[config.mk]
export PLATFORM = sky130hd
export DESIGN_NAME = idc_ctrl
export DESIGN_NICKNAME = d
export VERILOG_FILES = /design/src/verilog/idc_pkg.sv /design/src/verilog/idc_ctrl.sv
export SDC_FILE = /design/constraint.sdc
export NUM_CORES = 1
export LEC_CHECK = 0
export BUFFER_PORTS_ARGS = -buffer_cell sky130_fd_sc_hd__buf_4
export CELL_PAD_IN_SITES_DETAIL_PLACEMENT = 2
export CELL_PAD_IN_SITES_GLOBAL_PLACEMENT = 2
export CORE_ASPECT_RATIO = 1.2
export CORE_UTILIZATION = 32
export DETAILED_ROUTE_END_ITERATION = 8
export HOLD_SLACK_MARGIN = 0.05
export PLACE_DENSITY_LB_ADDON = 0.1
export SYNTH_ARGS = -nofsm -noshare
export SYNTH_HDL_FRONTEND = slang
export SYNTH_SLANG_ARGS = --single-unit
[constraint.sdc]
create_clock -name clk_i -period 1.8 [get_ports clk_i]
set_input_delay 0.18 -clock clk_i [delete_from_list [all_inputs] [get_ports clk_i]]
set_output_delay 0.18 -clock clk_i [all_outputs]
set_load 0.02 [all_outputs]
[src/verilog/idc_pkg.sv]
package idc_pkg;
  // Register indices, word addressed on the plain port
  localparam logic [15:0] IDC_ADDR_CFG = 16'h0001;
  localparam logic [15:0] IDC_ADDR_STAT = 16'h0002;
  localparam logic [15:0] IDC_ADDR_PSEL = 16'h0003;
  localparam logic [15:0] IDC_CFG_RST = 16'h0000;
  localparam logic [15:0] IDC_STAT_RST = 16'h0000;
  localparam logic [15:0] IDC_PSEL_RST = 16'h0000;
  localparam logic [15:0] IDC_CFG_MASK = 16'h03ff;
  localparam logic [15:0] IDC_STAT_MASK = 16'h01ff;
  // Field positions shared by configuration and status, except IDC_B_CLKE in configuration only
  localparam int IDC_B_CPU = 0;
  localparam int IDC_B_MP = 1;
  localparam int IDC_B_CACHE = 2;
  localparam int IDC_B_PERIPH_GROUP_IDLE_CTL = 3;
  localparam int IDC_B_CLK = 4;
  localparam int IDC_B_EXT_MEMORY_INTERFACE = 5;
  localparam int IDC_B_IO_MEMORY_PORT = 6;
  localparam int IDC_B_DMA_HOST_PORT = 7;
  localparam int IDC_B_INSTR_FETCH_PORT = 8;
  localparam int IDC_B_CLKE = 9;
  localparam int IDC_NDOM = 9;
  // Bits that must all be set when the clock generator is idled
  localparam logic [15:0] IDC_CLK_REQ_MASK = 16'h03e7;
endpackage
[src/verilog/idc_ctrl.sv]
// The plain strobed port is this design's own decision.
`timescale 1ns/1ps
module idc_ctrl
  import idc_pkg::*;
#(
  parameter int NPERIPH = 14
) (
  input wire logic clk_i,
  input wire logic rstn_i,
  input wire logic ce_i,
  input wire logic [15:0] addr_i,
  input wire logic [15:0] wdata_i,
  input wire logic wr_i,
  input wire logic rd_i,
  output logic [15:0] rdata_o,
  input wire logic idle_exec_i,
  input wire logic wake_i,
  output logic [IDC_NDOM-1:0] idle_req_o,
  input wire logic [IDC_NDOM-1:0] idle_ack_i,
  output logic [NPERIPH-1:0] periph_idle_req_o,
  output logic bus_err_o
);

  initial begin
    if (NPERIPH < 1 || NPERIPH > 16) begin
      $error("NPERIPH must be 1 to 16");
    end
  end

  typedef struct packed {
    logic [15:0] cfg;
    logic [15:0] psel;
    logic [IDC_NDOM-1:0] req;
    logic [NPERIPH-1:0] preq;
    logic [IDC_NDOM-1:0] stat;
    logic err;
    logic [15:0] rdata;
  } idc_state_t;

  idc_state_t s_q;
  idc_state_t s_d;
  logic clk_bad;

  ////////////////////////////////////////////////////////////////////////
  // Clock idle legality
  always_comb begin
    clk_bad = s_q.cfg[IDC_B_CLK] &&
              ((s_q.cfg & IDC_CLK_REQ_MASK) != IDC_CLK_REQ_MASK);
  end

  always_comb begin
    s_d = s_q;
    s_d.err = 1'b0;
    if (wr_i && addr_i == IDC_ADDR_CFG) begin
      s_d.cfg = wdata_i & IDC_CFG_MASK;
    end
    if (wr_i && addr_i == IDC_ADDR_PSEL) begin
      s_d.psel = wdata_i;
    end
    if (idle_exec_i) begin
      if (clk_bad) begin
        s_d.err = 1'b1;
      end else begin
        s_d.req = s_q.cfg[IDC_NDOM-1:0];
        s_d.preq = s_q.cfg[IDC_B_PERIPH_GROUP_IDLE_CTL] ? s_q.psel[NPERIPH-1:0] : '0;
      end
    end else if (wake_i) begin
      s_d.req = '0;
      s_d.preq = '0;
    end
    s_d.stat = idle_ack_i & s_q.req;
    if (rd_i) begin
      unique case (addr_i)
        IDC_ADDR_CFG: s_d.rdata = s_q.cfg;
        IDC_ADDR_STAT: s_d.rdata = {7'h00, s_q.stat};
        IDC_ADDR_PSEL: s_d.rdata = s_q.psel;
        default: s_d.rdata = 16'h0000;
      endcase
    end
  end

  always_ff @(posedge clk_i) begin
    if (!rstn_i) begin
      s_q <= '{cfg: IDC_CFG_RST, psel: IDC_PSEL_RST, req: '0, preq: '0,
               stat: IDC_STAT_RST[IDC_NDOM-1:0], err: 1'b0, rdata: 16'h0000};
    end else if (ce_i) begin
      s_q <= s_d;
    end
  end

  assign rdata_o = s_q.rdata;
  assign idle_req_o = s_q.req;
  assign periph_idle_req_o = s_q.preq;
  assign bus_err_o = s_q.err;

  // Per domain: a status bit never stands without its request of the cycle before
  for (genvar g = 0; g < IDC_NDOM; g++) begin : g_dom_chk

  end
endmodule

## Yosys cells after proc, flatten, opt, wreduce, memory -nomap -nowiden

Cells that the tools add are included.

- Register bits: 75
- Output and inout bits: 40

- Equality and inequality tests: 5
- Mux-type cells: 7
- Bitwise gates (word level): 1
- Reductions and logical operators: 8

Operators by type and width:

| operator | number |
|---|---|
| 23-bit 2-to-1 mux | 3 |
| 16-bit one-hot mux with 3 select lines | 1 |
| 16-bit by 2-bit == test with 1-bit output, second input constant | 2 |
| 16-bit by 1-bit == test with 1-bit output, second input constant | 1 |
| 14-bit 2-to-1 mux | 1 |
| 9-bit bitwise AND | 1 |
| 8-bit inequality test, second input constant | 1 |
| 2-bit AND reduction | 3 |
| 1-bit logical AND | 3 |
| 3-bit AND reduction | 1 |
| 1-bit 2-to-1 mux | 2 |
| 2-bit inequality test, second input constant | 1 |
| 2-bit nonzero test | 1 |

## Logic depth before layout (Yosys ltp)

- Depth after elaboration: 4
- Gate-level depth with buffers: 5
- Gate-level depth less buffers: 4

## Worst setup path before layout

Ideal clock, no wire load.

- Kind: input to register
- Start: input port addr_i[9]
- End: register s_q[55] (netlist name)
- Setup time: 0.072 ns
- Arrival: 1.411 ns
- Required time: 1.728 ns
- Slack: 0.317 ns
- Stages on the path: 5
- Cell sequence: nor4_4 nand4_2 nor3_4 buf_12 mux2i_1

- Cells in the longest elaborated chain, start to end: 3

RTL lines:

| element | RTL line | source |
|---|---|---|
| from (decl) | idc_ctrl.sv:11 | `input wire logic [15:0] addr_i,` |
| 16-bit by 2-bit == test with 1-bit output | idc_ctrl.sv:57 | `if (wr_i && addr_i == IDC_ADDR_PSEL) begin` |
| 1-bit logical AND | idc_ctrl.sv:57 |  |
| 2-bit AND reduction (no source line) | n/a |  |
| to (signal assigned) | idc_ctrl.sv:84 | `s_q <= '{cfg: IDC_CFG_RST, psel: IDC_PSEL_RST, req: '0, preq: '0,` |
| to (decl) | idc_ctrl.sv:40 | `idc_state_t s_q;` |

Every way passes these cells.
A chain may end at the register's enable or synchronous reset.

## Final worst setup path

- Start: register s_q[67] (netlist name)
- End: register s_q, in the netlist periph_idle_req_o[10]

- Cells in the longest elaborated chain, start to end: 4

RTL lines:

| element | RTL line | source |
|---|---|---|
| 8-bit inequality test | idc_ctrl.sv:48 | `((s_q.cfg & IDC_CLK_REQ_MASK) != IDC_CLK_REQ_MASK);` |
| 1-bit logical AND | idc_ctrl.sv:47 | `clk_bad = s_q.cfg[IDC_B_CLK] &&` |
| 2-bit inequality test (no source line) | n/a |  |
| 3-bit AND reduction (no source line) | n/a |  |

Every way passes these cells.

==> impl_metrics.tcl <==
set metrics [dict create \
    ant_nets 0 \
    clock_tree_from_tritoncts "done" \
    cts-root-to-sink-buffers 2 \
    path_cells "nand4_1 > o21ai_0 > o21ai_1 > buf_4 > a22o_1" \
    finish.instance_area_mm2 0.00420 \
    postPlaceCellArea_mm2 0.00382 \
    max-cap-violations 0 \
    ctsResizeCount 0 \
    worst-endpoint-arrival_ns 1.85 \
    dieWidth_um 94.5 \
    final_cell_mix "sky130_fd_sc_hd__buf_4 (100), sky130_fd_sc_hd__dfxtp_1 (75), sky130_fd_sc_hd__nand2_1 (61)" \
    rsz0062_at_grt "false" \
    floorplan.initialDensity_pct 32.9 \
    finalCritPeriodShare_pct 90.2 \
    timing.final.max_slew_violations 0 \
    htreeDepth 3 \
    total_power_mw 4.13 \
    pin_count_of_the_biggest_net_entering_global_routing 25 \
    die_height_um 113 \
    antenna_diode_count 0 \
    p_leak_nw 1.68 \
    post-route-drc-count 0 \
    distinct_cell_type_count_of_the_synthesized_netlist 35 \
    detailroute.via_count 2614 \
    synth-seq-cells 75 \
    max_clock_freq_mhz 616 \
    mappedNetlistArea_mm2 0.00329 \
    drtPass1Iterations 4 \
    cell_with_the_biggest_individual_delay_on_the_critical_path "sky130_fd_sc_hd__dfxtp_1" \
    min_path_type "in2reg" \
    syn-mean-instance-area_um2 9.79 \
    fin_setup_tns_ns 0 \
    critPathLaunchType "flip-flop" \
    worst_slew_margin_rel_pct 67.9 \
    detail_route.iter0.violations 59 \
    timing.critical_path.fanout_max 16 \
    synth_warnings 0 \
    fin_worst_hold_slack_ns 0.105 \
    number_of_global_route_vias_before_repair 2804 \
    yosysSeqAreaShare_pct 45.7 \
    power.share.clock_pct 54.8 \
    setup.worst_path.class "reg2reg" \
    globalRoute.totalOverflow 0 \
    routed_wl_um 9520 \
    timing.final.hold_violations 0 \
    combinationalPowerShare_pct 5.0 \
    clkSlewWorstSetupHoldPaths_ns 0.06 \
    number_of_vias_per_cell 5.01 \
    ir_drop_mv 0.365 \
    required_ns 2.03 \
    drt-wirelength-per-cell_um 18.2 \
    final_weighted_congestion_in_routability_driven_placement 0.733 \
    cts_hold_buf 0 \
    grt_util_all_layers_pct 19.2 \
    fin_nets 439 \
    cp_slowest_stage_delay_ns 0.43 \
    fin_skew_ns 0.00439 \
    powerDensity_mw_per_mm2 983 \
    period_needed_ns 1.62 \
    floorplan.rows 40 \
    run_status "finished, final reports clean" \
    numClockSinks 75 \
    core_area_mm2 0.0100 \
    internal_power_mw 3.33 \
    synth_cells 336 \
    postSynthNetCount 384 \
    io_buffer_count 87 \
    power_switching_share_pct 19.5 \
    clock_latency_ns 0.34 \
    worst-slew-pin-transition_ns 0.481 \
    finalSetupViolCount 0 \
    initial_antenna_violation_count 0 \
    r2r_cells 5 \
    most_common_cell_after_layout_fill_and_taps_aside "sky130_fd_sc_hd__buf_4" \
    numCtsBuffers 9 \
    area_of_the_die_mm2 0.0107 \
    finalCoreUtilization_pct 42.0 \
    critical_path_end_type "flip-flop" \
    area_growth_syn_to_layout_pct 27.7 \
    min_delay_path_depth 3 \
    share_seq_of_total_power_pct 40.2 \
    ios 88 \
    grt_first_pass_wirelength_um 15000 \
    post_cts_buffers 0 \
    root_buffer "sky130_fd_sc_hd__clkbuf_16" \
    post_route_cells_drive_above_1_share_pct 33.6 \
    hpwl_um 6960 \
    net_switching_component_of_the_power_uw 804 \
]
## final cells by class
class                      instances  area [um^2]
clock buffer                      12          256
clock inverter                     4          120
fill                            1144         5810
inverter                           2         7.51
multi-input combinational        201         1370
sequential                        75         1500
tap                              126          158
timing repair buffer             102          791
## state kept, by name (all words and copies together) (netlist names)
name	flops
bus_err_o	1
rdata_o	16
idle_req_o	9
periph_idle_req_o	14
s_q	35
## path summary, 6_finish.rpt
check	from	endpoint	slack, ns
hold / removal	wdata_i[12]	s_q[61]$_SDFFE_PN0P_	0.11
setup / recovery	s_q[67]$_SDFFE_PN0P_	periph_idle_req_o[10]$_SDFFE_PN0P_	0.18
setup reg to reg	s_q[67]$_SDFFE_PN0P_	periph_idle_req_o[10]$_SDFFE_PN0P_	0.18
hold reg to reg	rdata_o[0]$_SDFFE_PN0P_	rdata_o[0]$_SDFFE_PN0P_	0.47
## routing by layer
layer / track usage [%] / up-vias / routed length (um)
met4: 8.18 / 0 / 176
met1: 22.1 / 1295 / 3890
met5: 0 / - / 0
met2: 34.5 / 61 / 5110
li1: - / 1247 / -
met3: 3.02 / 11 / 345
## synthesized netlist by cell type
library cell	instances	area, um^2
sky130_fd_sc_hd__and2_1	2	12.5
sky130_fd_sc_hd__o21ai_0	13	65.1
sky130_fd_sc_hd__or2_2	1	6.26
sky130_fd_sc_hd__buf_12	1	20.0
sky130_fd_sc_hd__a22oi_1	9	67.6
sky130_fd_sc_hd__or3_1	1	6.26
sky130_fd_sc_hd__nand2b_1	9	56.3
sky130_fd_sc_hd__nor4_1	1	6.26
sky130_fd_sc_hd__buf_2	2	10.0
sky130_fd_sc_hd__a21boi_0	9	67.6
sky130_fd_sc_hd__nand3_1	12	60.1
sky130_fd_sc_hd__inv_1	2	7.51
sky130_fd_sc_hd__buf_6	2	22.5
sky130_fd_sc_hd__a21o_1	2	15.0
sky130_fd_sc_hd__nand4_1	3	18.8
sky130_fd_sc_hd__clkbuf_8	2	27.5
sky130_fd_sc_hd__o21a_1	1	7.51
sky130_fd_sc_hd__mux2i_1	27	270
sky130_fd_sc_hd__clkbuf_1	11	41.3
sky130_fd_sc_hd__nor3b_2	1	12.5
sky130_fd_sc_hd__nor3_1	1	5.00
sky130_fd_sc_hd__nand3b_1	1	7.51
sky130_fd_sc_hd__o31ai_1	7	52.6
sky130_fd_sc_hd__nor3_4	1	16.3
sky130_fd_sc_hd__nand4_2	1	12.5
sky130_fd_sc_hd__nor4_4	3	63.8
sky130_fd_sc_hd__nor3b_1	1	7.51
sky130_fd_sc_hd__a22o_1	21	184
sky130_fd_sc_hd__nor2_1	3	11.3
sky130_fd_sc_hd__o21ai_1	2	10.0
sky130_fd_sc_hd__nand2_1	61	229
sky130_fd_sc_hd__mux2_2	8	90.1
sky130_fd_sc_hd__buf_4	39	293
sky130_fd_sc_hd__buf_1	1	3.75
sky130_fd_sc_hd__dfxtp_1	75	1500
## critical path: cells and delay by family, from the launching register on
family | cells | cell delay (ns)
simple gates | 1 | 0.18
flops | 1 | 0.43
compound gates | 3 | 0.68
buf+inv | 1 | 0.22
## logic make-up after synthesis
| kind of cell | synth area share [%] |
|---|---|
| simple gates | 16.2 |
| flops | 45.7 |
| buf+inv | 12.9 |
| mux | 11.0 |
| compound gates | 14.3 |
## stage by stage
| stage | std cells | setup slack (ns) |
|---|---|---|
| after floorplan | 336 | 0.317 |
| after global placement | 506 | 0.176 |
| after detailed placement | 506 | 0.0932 |
| after CTS | 522 | 0.161 |
| final | 522 | 0.177 |
| after global routing | 522 | 0.0391 |
## power groups by stage
stage               clock, mW  sequential [mW]  combinational [mW]
finish                   2.26             1.66               0.207
global route             2.38             1.66               0.228
CTS                      2.32             1.66               0.212
detailed placement          0             1.70               0.211
global placement            0             1.70               0.206
floorplan                   0             1.70              0.0853
(Power assumes the default switching activity.)
